**config.mk**
```make
export PLATFORM = sky130hd
export DESIGN_NAME = rpb_bank
export DESIGN_NICKNAME = d
export VERILOG_FILES = /design/src/rpb_pkg.sv /design/src/rpb_bank.sv /design/src/rpb_check.sv
export SDC_FILE = /design/constraint.sdc
export NUM_CORES = 1
export LEC_CHECK = 0
export ABC_AREA = 1
export BUFFER_PORTS_ARGS = -buffer_cell sky130_fd_sc_hd__buf_2
export CAP_MARGIN = 20
export CORE_ASPECT_RATIO = 0.7
export CORE_UTILIZATION = 64
export CTS_BUF_LIST = sky130_fd_sc_hd__clkbuf_2 sky130_fd_sc_hd__clkbuf_4 sky130_fd_sc_hd__clkbuf_8
export DETAILED_ROUTE_END_ITERATION = 8
export PLACE_DENSITY = 0.94
export SYNTH_ARGS = -nofsm -noshare
export SYNTH_HDL_FRONTEND = slang
export SYNTH_SLANG_ARGS = --single-unit
```
**constraint.sdc**
```tcl
create_clock -name clk -period 1.54 [get_ports clk]
set_input_delay 0.231 -clock clk [delete_from_list [all_inputs] [get_ports clk]]
set_output_delay 0.231 -clock clk [all_outputs]
set_load 0.1 [all_outputs]
```
**src/rpb_pkg.sv**
```systemverilog
// package of command codes, reset values and option codes for the config bank
// assumes a command-level port: code, write strobe, data word, read data
package rpb_pkg;

  // ==========================================================================
  // command codes
  localparam logic [7:0] CMD_VOUT_TARGET  = 8'h21;
  localparam logic [7:0] CMD_VOUT_CEIL    = 8'h24;
  localparam logic [7:0] CMD_MARGIN_HI    = 8'h25;
  localparam logic [7:0] CMD_MARGIN_LO    = 8'h26;
  localparam logic [7:0] CMD_SLEW         = 8'h27;
  localparam logic [7:0] CMD_FB_SCALE     = 8'h29;
  localparam logic [7:0] CMD_SW_FREQ      = 8'h33;
  localparam logic [7:0] CMD_VIN_TURN_ON  = 8'h35;
  localparam logic [7:0] CMD_VIN_TURN_OFF = 8'h36;
  localparam logic [7:0] CMD_PHASE_ROLE   = 8'h37;
  localparam logic [7:0] CMD_OV_ACT       = 8'h41;
  localparam logic [7:0] CMD_UV_WARN      = 8'h43;
  localparam logic [7:0] CMD_UV_ACT       = 8'h45;
  localparam logic [7:0] CMD_PEAK_LIM     = 8'h46;
  localparam logic [7:0] CMD_OC_ACT       = 8'h47;
  localparam logic [7:0] CMD_AVG_WARN     = 8'h4a;
  localparam logic [7:0] CMD_NEG_LIM      = 8'h4b;
  localparam logic [7:0] CMD_OT_FAULT     = 8'h4f;
  localparam logic [7:0] CMD_OT_ACT       = 8'h50;
  localparam logic [7:0] CMD_OT_WARN      = 8'h51;
  localparam logic [7:0] CMD_VIN_OV_LVL   = 8'h55;
  localparam logic [7:0] CMD_VIN_OV_ACT   = 8'h56;
  localparam logic [7:0] CMD_START_DLY    = 8'h60;
  localparam logic [7:0] CMD_START_RAMP   = 8'h61;
  localparam logic [7:0] CMD_START_TMO    = 8'h62;

  // ==========================================================================
  // reset values
  localparam logic [15:0] RST_VOUT_TARGET  = 16'h0000;
  localparam logic [15:0] RST_VOUT_CEIL    = 16'h0b00;
  localparam logic [15:0] RST_MARGIN_HI    = 16'h06cd;
  localparam logic [15:0] RST_MARGIN_LO    = 16'h0667;
  localparam logic [15:0] RST_SLEW         = 16'hd00d;
  localparam logic [15:0] RST_FB_SCALE     = 16'hf002;
  localparam logic [15:0] RST_SW_FREQ      = 16'h092c;
  localparam logic [15:0] RST_VIN_TURN_ON  = 16'hf80c;
  localparam logic [15:0] RST_VIN_TURN_OFF = 16'hf80b;
  localparam logic [15:0] RST_PHASE_ROLE   = 16'h0000;
  localparam logic [7:0]  RST_OV_ACT       = 8'h40;
  localparam logic [15:0] RST_UV_WARN      = 16'h0067;
  localparam logic [7:0]  RST_UV_ACT       = 8'h40;
  localparam logic [15:0] RST_PEAK_LIM     = 16'h0019;
  localparam logic [7:0]  RST_OC_ACT       = 8'h80;
  localparam logic [15:0] RST_AVG_WARN     = 16'he0d0;
  localparam logic [15:0] RST_NEG_LIM      = 16'h0008;
  localparam logic [15:0] RST_OT_FAULT     = 16'h008c;
  localparam logic [7:0]  RST_OT_ACT       = 8'hc0;
  localparam logic [15:0] RST_OT_WARN      = 16'h0073;
  localparam logic [15:0] RST_VIN_OV_LVL   = 16'h080a;
  localparam logic [7:0]  RST_VIN_OV_ACT   = 8'hc0;
  localparam logic [15:0] RST_START_DLY    = 16'h0001;
  localparam logic [15:0] RST_START_RAMP   = 16'h0005;
  localparam logic [15:0] RST_START_TMO    = 16'h0806;

  // ==========================================================================
  // accepted option codes (linear words for slew and scale)
  localparam logic [15:0] SLEW_OPT0  = 16'hd00d;  // slowest rate
  // all four rates share exponent -6, so mantissa / 64 gives mV per us
  localparam logic [15:0] SLEW_OPT1  = 16'hd07d;  // 125 / 64
  localparam logic [15:0] SLEW_OPT2  = 16'hd0bb;  // 187 / 64
  localparam logic [15:0] SLEW_OPT3  = 16'hd258;  // 600 / 64, fastest rate
  localparam logic [15:0] SCALE_QTR  = 16'hf001;
  localparam logic [15:0] SCALE_HALF = 16'hf002;
  localparam logic [15:0] SCALE_ONE  = 16'hf004;
  localparam logic [15:0] ROLE_MAX   = 16'h0003;  // four role codes 0..3

  // ==========================================================================
  // range limits, linear-integer amps
  localparam logic [15:0] PEAK_MIN   = 16'h0001;
  localparam logic [15:0] PEAK_MAX   = 16'h001f;
  localparam logic [15:0] NEG_MIN    = 16'h0005;
  localparam logic [15:0] NEG_MAX    = 16'h000c;
  // average warn: exponent -4 (62.5 mA), mantissa 16..1024
  localparam logic [4:0]  AVG_EXP    = 5'h1c;
  localparam logic [10:0] AVG_MANT_MIN = 11'h010;
  localparam logic [10:0] AVG_MANT_MAX = 11'h400;
  // action byte: bits 7:6 action, 5:0 filter
  localparam int          ACT_MSB    = 7;
  localparam int          ACT_LSB    = 6;

  // ==========================================================================
  // register indices
  localparam int NUM_REGS = 25;
  localparam int IDX_SLEW = 4;
  localparam int IDX_FB   = 5;
  localparam int IDX_ROLE = 9;
  localparam int IDX_OC   = 14;
  localparam int IDX_PEAK = 13;
  localparam int IDX_AVG  = 15;
  localparam int IDX_NEG  = 16;
  localparam int IDX_VINA = 21;

  typedef enum logic [1:0] {ROLE_ALONE, ROLE_MASTER, ROLE_SLAVE0, ROLE_SLAVE180} rpb_role_t;

endpackage : rpb_pkg

```
**src/rpb_bank.sv**
```systemverilog
// configuration bank of the buck regulator, reached by command code
// assumes the serial front end delivers one decoded command per strobe
`timescale 1ns/1ps
`default_nettype none
module rpb_bank (
  // clock and reset
  input  wire logic        clk,
  input  wire logic        arst_n,
  // command port
  input  wire logic        cmdWrite,
  input  wire logic        cmdRead,
  input  wire logic [7:0]  cmdCode,
  input  wire logic [15:0] cmdWdata,
  output logic [15:0]      cmdRdata,
  output logic             cmdAck,
  // fault reporting
  input  wire logic        cmlClear,
  output logic             cmlFault,
  // settings toward the power stage
  output logic [15:0]      slewRate,
  output logic [15:0]      loopScale,
  output logic [1:0]       phaseRole,
  output logic [4:0]       peakLimit,
  output logic [15:0]      avgWarnLevel,
  output logic [3:0]       negLimit,
  output logic [1:0]       ocAction,
  output logic [1:0]       vinOvAction,
  output logic [5:0]       vinOvFilter
);

  // ==========================================================================
  // state
  typedef struct packed {
    logic [rpb_pkg::NUM_REGS-1:0][15:0] regs;  // settings by index
    logic [15:0]                        rdata; // read return
    logic                               ack;   // one-cycle answer
    logic                               cml;   // sticky comm fault
  } rpb_state_t;

  rpb_state_t stQ;  // registered state
  rpb_state_t stD;  // next state

  // checker verdict
  logic       known;
  logic       legal;
  logic [4:0] index;
  logic       isByte;

  // ==========================================================================
  // screening of the incoming command
  rpb_check uCheck (
    .cmdCode (cmdCode),
    .cmdData (cmdWdata),
    .known   (known),
    .legal   (legal),
    .index   (index),
    .isByte  (isByte)
  );

  // ==========================================================================
  // reset image of the bank
  function automatic logic [rpb_pkg::NUM_REGS-1:0][15:0] resetImage();
    logic [rpb_pkg::NUM_REGS-1:0][15:0] r;
    r[0]  = rpb_pkg::RST_VOUT_TARGET;
    r[1]  = rpb_pkg::RST_VOUT_CEIL;
    r[2]  = rpb_pkg::RST_MARGIN_HI;
    r[3]  = rpb_pkg::RST_MARGIN_LO;
    r[4]  = rpb_pkg::RST_SLEW;                    // slowest rate
    r[5]  = rpb_pkg::RST_FB_SCALE;                // half
    r[6]  = rpb_pkg::RST_SW_FREQ;
    r[7]  = rpb_pkg::RST_VIN_TURN_ON;
    r[8]  = rpb_pkg::RST_VIN_TURN_OFF;
    r[9]  = rpb_pkg::RST_PHASE_ROLE;              // standalone
    r[10] = {8'h00, rpb_pkg::RST_OV_ACT};
    r[11] = rpb_pkg::RST_UV_WARN;
    r[12] = {8'h00, rpb_pkg::RST_UV_ACT};
    r[13] = rpb_pkg::RST_PEAK_LIM;
    r[14] = {8'h00, rpb_pkg::RST_OC_ACT};         // latch-off
    r[15] = rpb_pkg::RST_AVG_WARN;
    r[16] = rpb_pkg::RST_NEG_LIM;
    r[17] = rpb_pkg::RST_OT_FAULT;
    r[18] = {8'h00, rpb_pkg::RST_OT_ACT};
    r[19] = rpb_pkg::RST_OT_WARN;
    r[20] = rpb_pkg::RST_VIN_OV_LVL;
    r[21] = {8'h00, rpb_pkg::RST_VIN_OV_ACT};     // recovery
    r[22] = rpb_pkg::RST_START_DLY;
    r[23] = rpb_pkg::RST_START_RAMP;
    r[24] = rpb_pkg::RST_START_TMO;
    resetImage = r;
  endfunction : resetImage

  // ==========================================================================
  // next-state logic
  always_comb begin
    stD     = stQ;
    stD.ack = cmdWrite | cmdRead;
    // writes commit only when the value passes the screen
    if (cmdWrite && legal) begin
      stD.regs[index] = cmdWdata;
    end
    // reads of unknown codes return zero
    if (cmdRead) begin
      stD.rdata = known ? stQ.regs[index] : 16'h0000;
    end
    // clear first, so a fault in the same cycle wins
    if (cmlClear) begin
      stD.cml = 1'b0;
    end
    if ((cmdWrite && !legal) || (cmdRead && !known)) begin
      stD.cml = 1'b1;
    end
  end

  // ==========================================================================
  // state register
  always_ff @(posedge clk or negedge arst_n) begin
    if (!arst_n) begin
      stQ.regs  <= resetImage();
      stQ.rdata <= 16'h0000;
      stQ.ack   <= 1'b0;
      stQ.cml   <= 1'b0;
    end else begin
      stQ <= stD;
    end
  end

  // ==========================================================================
  // outputs, all straight from flip-flops; the power stage applies limits
  // on every switching cycle from these levels
  assign cmdRdata     = stQ.rdata;
  assign cmdAck       = stQ.ack;
  assign cmlFault     = stQ.cml;
  assign slewRate     = stQ.regs[rpb_pkg::IDX_SLEW];
  assign loopScale    = stQ.regs[rpb_pkg::IDX_FB];
  assign phaseRole    = stQ.regs[rpb_pkg::IDX_ROLE][1:0];
  assign peakLimit    = stQ.regs[rpb_pkg::IDX_PEAK][4:0];
  assign avgWarnLevel = stQ.regs[rpb_pkg::IDX_AVG];
  assign negLimit     = stQ.regs[rpb_pkg::IDX_NEG][3:0];
  assign ocAction     = stQ.regs[rpb_pkg::IDX_OC][rpb_pkg::ACT_MSB:rpb_pkg::ACT_LSB];
  assign vinOvAction  = stQ.regs[rpb_pkg::IDX_VINA][rpb_pkg::ACT_MSB:rpb_pkg::ACT_LSB];
  assign vinOvFilter  = stQ.regs[rpb_pkg::IDX_VINA][5:0];

  // ==========================================================================
  // checks
  AST_SLEW_LEGAL: assert property (@(posedge clk) disable iff (!arst_n)
    (slewRate == rpb_pkg::SLEW_OPT0) || (slewRate == rpb_pkg::SLEW_OPT1)
    || (slewRate == rpb_pkg::SLEW_OPT2) || (slewRate == rpb_pkg::SLEW_OPT3))
    else $error("slew setting holds an illegal code");

  AST_SCALE_LEGAL: assert property (@(posedge clk) disable iff (!arst_n)
    (loopScale == rpb_pkg::SCALE_QTR) || (loopScale == rpb_pkg::SCALE_HALF)
    || (loopScale == rpb_pkg::SCALE_ONE))
    else $error("loop scale holds an illegal code");

  AST_ROLE_HIGH_ZERO: assert property (@(posedge clk) disable iff (!arst_n)
    stQ.regs[rpb_pkg::IDX_ROLE] <= rpb_pkg::ROLE_MAX)
    else $error("phase role out of range");

  AST_VINOV_WRITE: assert property (@(posedge clk) disable iff (!arst_n)
    (cmdWrite && cmdCode == rpb_pkg::CMD_VIN_OV_ACT && cmdWdata[15:8] == 8'h00)
    |=> (vinOvAction == $past(cmdWdata[7:6])) && (vinOvFilter == $past(cmdWdata[5:0])))
    else $error("input overvoltage action not stored");

  AST_PEAK_RANGE: assert property (@(posedge clk) disable iff (!arst_n)
    (peakLimit >= rpb_pkg::PEAK_MIN[4:0]) && (peakLimit <= rpb_pkg::PEAK_MAX[4:0]))
    else $error("peak limit out of range");

  AST_AVG_RANGE: assert property (@(posedge clk) disable iff (!arst_n)
    (avgWarnLevel[15:11] == rpb_pkg::AVG_EXP) && (avgWarnLevel[10:0] >= rpb_pkg::AVG_MANT_MIN)
    && (avgWarnLevel[10:0] <= rpb_pkg::AVG_MANT_MAX))
    else $error("average warn level out of range");

  AST_NEG_RANGE: assert property (@(posedge clk) disable iff (!arst_n)
    (negLimit >= rpb_pkg::NEG_MIN[3:0]) && (negLimit <= rpb_pkg::NEG_MAX[3:0]))
    else $error("negative limit out of range");

  AST_OC_WRITE: assert property (@(posedge clk) disable iff (!arst_n)
    (cmdWrite && cmdCode == rpb_pkg::CMD_OC_ACT && cmdWdata[15:8] == 8'h00)
    |=> ocAction == $past(cmdWdata[7:6]))
    else $error("overcurrent action not stored");

  AST_BAD_KEEPS: assert property (@(posedge clk) disable iff (!arst_n)
    (cmdWrite && !legal && !cmlClear) |=> cmlFault && $stable(stQ.regs))
    else $error("rejected write changed the bank or missed the fault");

  AST_BYTE_UPPER: assert property (@(posedge clk) disable iff (!arst_n)
    (cmdWrite && isByte && (cmdWdata[15:8] != 8'h00)) |=> cmlFault && $stable(stQ.regs))
    else $error("byte write with upper bits set was not refused");

  AST_ACK_ONE: assert property (@(posedge clk) disable iff (!arst_n)
    (cmdWrite || cmdRead) |=> cmdAck)
    else $error("command not answered");

endmodule : rpb_bank
`default_nettype wire

```
**src/rpb_check.sv**
```systemverilog
// range and option checker for one incoming command write
// assumes code and data are stable in the cycle of the write strobe
`timescale 1ns/1ps
`default_nettype none
module rpb_check (
  // command under test
  input  wire logic [7:0]  cmdCode,
  input  wire logic [15:0] cmdData,
  // verdict
  output logic             known,
  output logic             legal,
  output logic [4:0]       index,
  output logic             isByte
);

  // ==========================================================================
  // window check on an unsigned word
  function automatic logic inRange(input logic [15:0] v, input logic [15:0] lo,
                                   input logic [15:0] hi);
    inRange = (v >= lo) && (v <= hi);
  endfunction : inRange

  // ==========================================================================
  // decode and screen; unscreened settings accept any value
  always_comb begin
    known  = 1'b1;
    legal  = 1'b1;
    isByte = 1'b0;
    index  = 5'h00;
    case (cmdCode)
      rpb_pkg::CMD_VOUT_TARGET:  index = 5'd0;
      rpb_pkg::CMD_VOUT_CEIL:    index = 5'd1;
      rpb_pkg::CMD_MARGIN_HI:    index = 5'd2;
      rpb_pkg::CMD_MARGIN_LO:    index = 5'd3;
      rpb_pkg::CMD_SLEW: begin
        index = 5'd4;
        legal = (cmdData == rpb_pkg::SLEW_OPT0) || (cmdData == rpb_pkg::SLEW_OPT1)
             || (cmdData == rpb_pkg::SLEW_OPT2) || (cmdData == rpb_pkg::SLEW_OPT3);
      end
      rpb_pkg::CMD_FB_SCALE: begin
        index = 5'd5;
        legal = (cmdData == rpb_pkg::SCALE_QTR) || (cmdData == rpb_pkg::SCALE_HALF)
             || (cmdData == rpb_pkg::SCALE_ONE);
      end
      rpb_pkg::CMD_SW_FREQ:      index = 5'd6;
      rpb_pkg::CMD_VIN_TURN_ON:  index = 5'd7;
      rpb_pkg::CMD_VIN_TURN_OFF: index = 5'd8;
      rpb_pkg::CMD_PHASE_ROLE: begin
        index = 5'd9;
        legal = (cmdData <= rpb_pkg::ROLE_MAX);
      end
      rpb_pkg::CMD_OV_ACT:     begin index = 5'd10; isByte = 1'b1; end
      rpb_pkg::CMD_UV_WARN:    index = 5'd11;
      rpb_pkg::CMD_UV_ACT:     begin index = 5'd12; isByte = 1'b1; end
      rpb_pkg::CMD_PEAK_LIM: begin
        index = 5'd13;
        legal = inRange(cmdData, rpb_pkg::PEAK_MIN, rpb_pkg::PEAK_MAX);
      end
      rpb_pkg::CMD_OC_ACT:     begin index = 5'd14; isByte = 1'b1; end
      rpb_pkg::CMD_AVG_WARN: begin
        index = 5'd15;
        legal = (cmdData[15:11] == rpb_pkg::AVG_EXP)
             && ({5'h00, cmdData[10:0]} >= {5'h00, rpb_pkg::AVG_MANT_MIN})
             && ({5'h00, cmdData[10:0]} <= {5'h00, rpb_pkg::AVG_MANT_MAX});
      end
      rpb_pkg::CMD_NEG_LIM: begin
        index = 5'd16;
        legal = inRange(cmdData, rpb_pkg::NEG_MIN, rpb_pkg::NEG_MAX);
      end
      rpb_pkg::CMD_OT_FAULT:   index = 5'd17;
      rpb_pkg::CMD_OT_ACT:     begin index = 5'd18; isByte = 1'b1; end
      rpb_pkg::CMD_OT_WARN:    index = 5'd19;
      rpb_pkg::CMD_VIN_OV_LVL: index = 5'd20;
      rpb_pkg::CMD_VIN_OV_ACT: begin index = 5'd21; isByte = 1'b1; end
      rpb_pkg::CMD_START_DLY:  index = 5'd22;
      rpb_pkg::CMD_START_RAMP: index = 5'd23;
      rpb_pkg::CMD_START_TMO:  index = 5'd24;
      default: begin
        known = 1'b0;
        legal = 1'b0;
      end
    endcase
    // byte commands: upper byte must be clear
    if (isByte && (cmdData[15:8] != 8'h00)) begin
      legal = 1'b0;
    end
  end

endmodule : rpb_check
`default_nettype wire

```
==> results of run 1 <==
==> kinds of logic after synthesis <==
logic type / after synthesis
AOI/OAI and AO/OA: 224
buffers and inverters: 662
DFF: 418
and+or+nand+nor: 1908
==> metal layers <==
metal / GRT overflow / track usage
met2: 39 / 0.869
met3: 5 / 0.678
met5: 0 / 0.384
met1: 7 / 0.757
met4: 38 / 0.711
==> through the flow <==
| step | cell area (um2) | TNS, ns | cells | utilization |
|---|---|---|---|---|
| 3_5_place_dp | 25500 | -378.93 | 3758 | 0.726 |
| 3_3_place_gp | 25500 | -339.68 | 3758 | 0.726 |
| 4_1_cts | 29400 | -43.50 | 3958 | 0.839 |
| 2_1_floorplan | 23700 | -139.62 | 3212 | - |
==> Yosys cell counts <==
master	n
nand2_1	1411
dfrtp_1	331
inv_1	326
nand4_1	316
o21ai_0	184
buf_4	110
clkbuf_1	92
dfstp_2	87
nor2_1	86
buf_2	66
buf_1	38
nand3_1	37
a21oi_1	34
inv_2	17
nand3_2	14
nand3_4	10
nor2_2	8
nor2_4	8
nor3_1	8
clkinv_1	7
buf_6	6
nand2_2	2
nor3_4	2
nor3b_1	2
a31oi_1	1
and3_1	1
nand3b_1	1
nor2_8	1
nor3_2	1
o2111ai_1	1
o211ai_1	1
o21ai_1	1
o21bai_1	1
o22ai_1	1
==> what timing repair did <==
item | CTS
gates cloned | 24
hold buffers | 7
hold endpoints to repair | 318
setup endpoints to repair | 504
buffers inserted | 61
resized for setup | 475
pin swaps | 82
==> impl_metrics.env, run 1 <==
export IMPL_gp_congestion=1.10
export IMPL_yosys_area_top_type="dfrtp_1"
export IMPL_grt_pass1_vias=32200
export IMPL_track_usage=0.754
export IMPL_cts_num_sinks=418
export IMPL_boundaryPins=116
export IMPL_netlist_top_cells_area="dfrtp_1 (36%), nand2_1 (23%), dfstp_2 (9.9%)"
export IMPL_synth_mux_area_frac=0
export IMPL_rows=57
export IMPL_stop_stage="5_1_grt"
export IMPL_die_h_um=161
export IMPL_htreeDepth=2
export IMPL_root_buffer="clkbuf_8"
export IMPL_synth_fa_ha_area_frac=0
export IMPL_netlist_cell_type_count=34
export IMPL_synth_simple_area_share=0.363
export IMPL_synth_top_family_by_area="simple AND/OR/NAND/NOR gates"
export IMPL_grt_pass1_wl_um=205000
export IMPL_syn_inst=3212
export IMPL_syn_cell_area_mm2=0.0231
export IMPL_grt_max_degree=90
export IMPL_yosysWarnings=0
export IMPL_dp_hpwl_um=55100
export IMPL_io_buffers=115
export IMPL_gr_total_overflow=89
export IMPL_ys_seq_elements=418
export IMPL_postSynthAreaPerCell_um2=7.19
export IMPL_synth_compound_area_frac=0.0490
export IMPL_die_x_um=229
export IMPL_yosysTopAreaCellShare=0.358
export IMPL_first_error="[ERROR GRT-0116] Global routing finished with congestion. Check the congestion regions in the DRC Viewer."
export IMPL_syn_nets=3241
export IMPL_cts_buffer_depth=3
export IMPL_outcome="did not finish"
export IMPL_start_util=0.659
export IMPL_cts_buffers=60
export IMPL_synth_xor_area_frac=0
export IMPL_synth_seq_area_share=0.457
export IMPL_pre_cts_ws_ns=-1.28
==> run 2, diff against run 1 <==
--- a/config.mk
+++ b/config.mk
@@ -8,11 +8,9 @@
 export ABC_AREA = 1
 export BUFFER_PORTS_ARGS = -buffer_cell sky130_fd_sc_hd__buf_2
 export CAP_MARGIN = 20
-export CORE_ASPECT_RATIO = 0.7
-export CORE_UTILIZATION = 64
-export CTS_BUF_LIST = sky130_fd_sc_hd__clkbuf_2 sky130_fd_sc_hd__clkbuf_4 sky130_fd_sc_hd__clkbuf_8
+export CORE_UTILIZATION = 40
 export DETAILED_ROUTE_END_ITERATION = 8
-export PLACE_DENSITY = 0.94
+export PLACE_DENSITY_LB_ADDON = 0.15
 export SYNTH_ARGS = -nofsm -noshare
 export SYNTH_HDL_FRONTEND = slang
 export SYNTH_SLANG_ARGS = --single-unit
==> run 2 against run 1 <==
Net effect:
- the flow now finishes, with violations (setup timing)
- synthesized area stayed put
- synthesized cell count is the same
==> impl_metrics.env, run 2 <==
export IMPL_outcome="complete, but fails checks"
export IMPL_violations="setup timing"
export IMPL_critical_path_class="input port to flop"
export IMPL_power_leakage_nw=16.3
export IMPL_path_delay_family="simple AND/OR/NAND/NOR gates"
export IMPL_first_pass_iters=5
export IMPL_drive_gt1_frac=0.367
export IMPL_cts_tree="done"
export IMPL_netlist_top_cells_area="dfrtp_1 (36%), nand2_1 (23%), dfstp_2 (9.9%)"
export IMPL_drt_total_wl_um=96100
export IMPL_wire_per_inst_um=22.2
export IMPL_final_common_cell="nand2_1"
export IMPL_cpPeakStageDelay_ns=0.19
export IMPL_rows=87
export IMPL_die_area_mm2=0.0587
export IMPL_die_x_um=242
export IMPL_vias=23900
export IMPL_slew_headroom=0.574
export IMPL_syn_inst=3212
export IMPL_pwr_density_cell_mw_per_mm2=839
export IMPL_design_core_area_mm2=0.0567
export IMPL_antenna_found_initial=3
export IMPL_slowest_stage="o21ai_0"
export IMPL_final_cell_mix="nand2_1 (1,043), dfrtp_1 (320), nand4_1 (316)"
export IMPL_required_ns=2.03
export IMPL_fin_util=0.581
export IMPL_dp_hpwl_um=59900
export IMPL_end_kind="flop"
export IMPL_synth_seq_area_share=0.457
export IMPL_ir_worst_vdd_mv=0.864
export IMPL_drv_slew=0
export IMPL_netlist_cell_type_count=34
export IMPL_crit_fanout=9
export IMPL_grt_pass1_vias=22600
export IMPL_post_route_period_util=1.23
export IMPL_grt_pass1_wl_um=142000
export IMPL_gp_congestion=0.916
export IMPL_nets=3556
export IMPL_rsz0062_at_grt="true"
export IMPL_largest_register="stQ"
export IMPL_worstSkewPairLatency_ns=0.60
export IMPL_fin_ws_ns=-0.354
export IMPL_path_buf_inv=7
export IMPL_viasPerCell=5.53
export IMPL_cts_num_sinks=418
export IMPL_drtAntennaViolNets=0
export IMPL_clk_pin_slew_ns=0.06
export IMPL_grt_max_degree=78
export IMPL_fin_skew_ns=0.0190
export IMPL_async_reset_ff_frac=1.00
export IMPL_yosys_area_top_type="dfrtp_1"
export IMPL_synth_commonest_cells="nand2_1 (1,411), dfrtp_1 (331), inv_1 (326)"
export IMPL_hold_class="input port to asynchronous set/reset pin"
export IMPL_htreeDepth=2
export IMPL_worst_slew_pin_slew_ns=0.639
export IMPL_start_util=0.407
export IMPL_yosysTopAreaCellShare=0.358
export IMPL_arrival_ns=2.38
export IMPL_placed_cell_area_mm2=0.0263
export IMPL_area_growth_syn_to_layout_pct=42.6
export IMPL_cp_start_kind="input port"
export IMPL_period_minus_slack_ns=1.89
export IMPL_die_h_um=242
export IMPL_gr_total_overflow=0
export IMPL_synthFlopType="dfrtp_1"
export IMPL_postSynthAreaPerCell_um2=7.19
export IMPL_largest_reg_flops=331
export IMPL_ys_seq_elements=418
export IMPL_maxCapViolations=0
export IMPL_yosysMostFrequentCell="nand2_1"
export IMPL_io_buffers=115
export IMPL_design_area_mm2=0.0329
export IMPL_track_usage=0.316
export IMPL_diodes=0
export IMPL_synth_edf_count=0
export IMPL_drc_errors=0
export IMPL_root_buffer="clkbuf_16"
export IMPL_fmax_ghz=0.528
export IMPL_cts_buffer_depth=3
export IMPL_yosysWarnings=0
export IMPL_crit_chain="buf_12 > clkinv_8 > nand2_8 > nor2_4 > buf_6 > nand2_8 > nand2_2 > nor2_4 > nand3_4 > buf_12 > buf_16 > buf_12 > clkbuf_16 > o21ai_0 > nand2_1 > nand2_2 > nand2_2 > nand2_4 > nor2_2 > nand3_1 > nand2_1"
export IMPL_setup_viol=480
export IMPL_cts_buffers=49
export IMPL_boundaryPins=116
export IMPL_syn_cell_area_mm2=0.0231
export IMPL_drtIter0Drc=2509
export IMPL_syn_nets=3241
export IMPL_finalHoldViolCount=0
[run 2: final timing paths]
kind,slack [ns],start,cells after the start,to
setup / recovery,-0.35,cmdCode[7],21,cmdRdata[15]
hold / removal,0.1,arst_n,2,avgWarnLevel[12]
setup reg to reg,0.11,ocAction[1],8,cmdRdata[7]
hold reg to reg,0.46,stQ[116],2,stQ[116]
max in group asynchronous,0.66,arst_n,3,slewRate[0]
min in group clk,0.13,cmdWdata[0],4,slewRate[0]
[run 2: cell type report]
| cell class | instances | area, um2 |
|---|---|---|
| Tap cell | 756 | 946 |
| Clock buffer | 82 | 1480 |
| Clock inverter | 9 | 60.1 |
| Timing Repair Buffer | 561 | 6710 |
| Inverter | 350 | 1380 |
| Sequential cell | 418 | 10600 |
| Fill cell | 5120 | 23800 |
| Multi-Input combinational cell | 2147 | 11800 |
[run 2: worst register-to-register path, delay by kind of cell (launching register included)]
kind | cells | cell delay, ns
AND/OR/NAND/NOR | 7 | 0.61
flip-flops | 1 | 0.60
AO/OA/AOI/OAI | 1 | 0.14
[run 2: routing by layer]
| layer | global-route usage | wire length [um] | vias to the layer above |
|---|---|---|---|
| met4 | 0.109 | 3450 | 2 |
| met5 | 0 | 13 | - |
| met3 | 0.0510 | 7140 | 205 |
| li1 | - | - | 10800 |
| met1 | 0.446 | 41700 | 11900 |
| met2 | 0.489 | 43800 | 1077 |
[run 2: what timing repair did]
action	CTS	global route
endpoints found under the setup margin	503	481
hold endpoints to repair	293	0
resized for setup	680	311
setup buffers	64	29
hold buffers	3	0
pin swaps	152	119
cloned	42	19
[run 2: logic make-up after synthesis]
kind of cell / Yosys count / synth area share
and+or+nand+nor: 1908 / 0.363
buffers and inverters: 662 / 0.131
DFF: 418 / 0.457
AOI/OAI and AO/OA: 224 / 0.0490
[run 2: where the power goes]
| part | switching (mW) | leakage, nW | internal [mW] |
|---|---|---|---|
| combinational | 3.05 | 10.1 | 1.78 |
| clock | 4.86 | 0.759 | 6.53 |
| sequential | 0.181 | 5.48 | 11.2 |
[run 2: per-stage QoR]
stage          TNS (ns)  power, mW  instances  worst slack, ns  hold WS [ns]
3_5_place_dp    -411.01       15.1       4083            -1.30         0.126
4_1_cts          -53.30       27.4       4281           -0.222        0.0879
2_1_floorplan   -139.62       13.5       3212           -0.394       -0.0646
5_1_grt         -128.10       28.4       4323           -0.480         0.107
3_3_place_gp    -412.12       15.0       4083            -1.35         0.126
6_report         -88.40       27.7       4323           -0.354        0.0966
No activity file was read; power rests on OpenSTA's default activity.
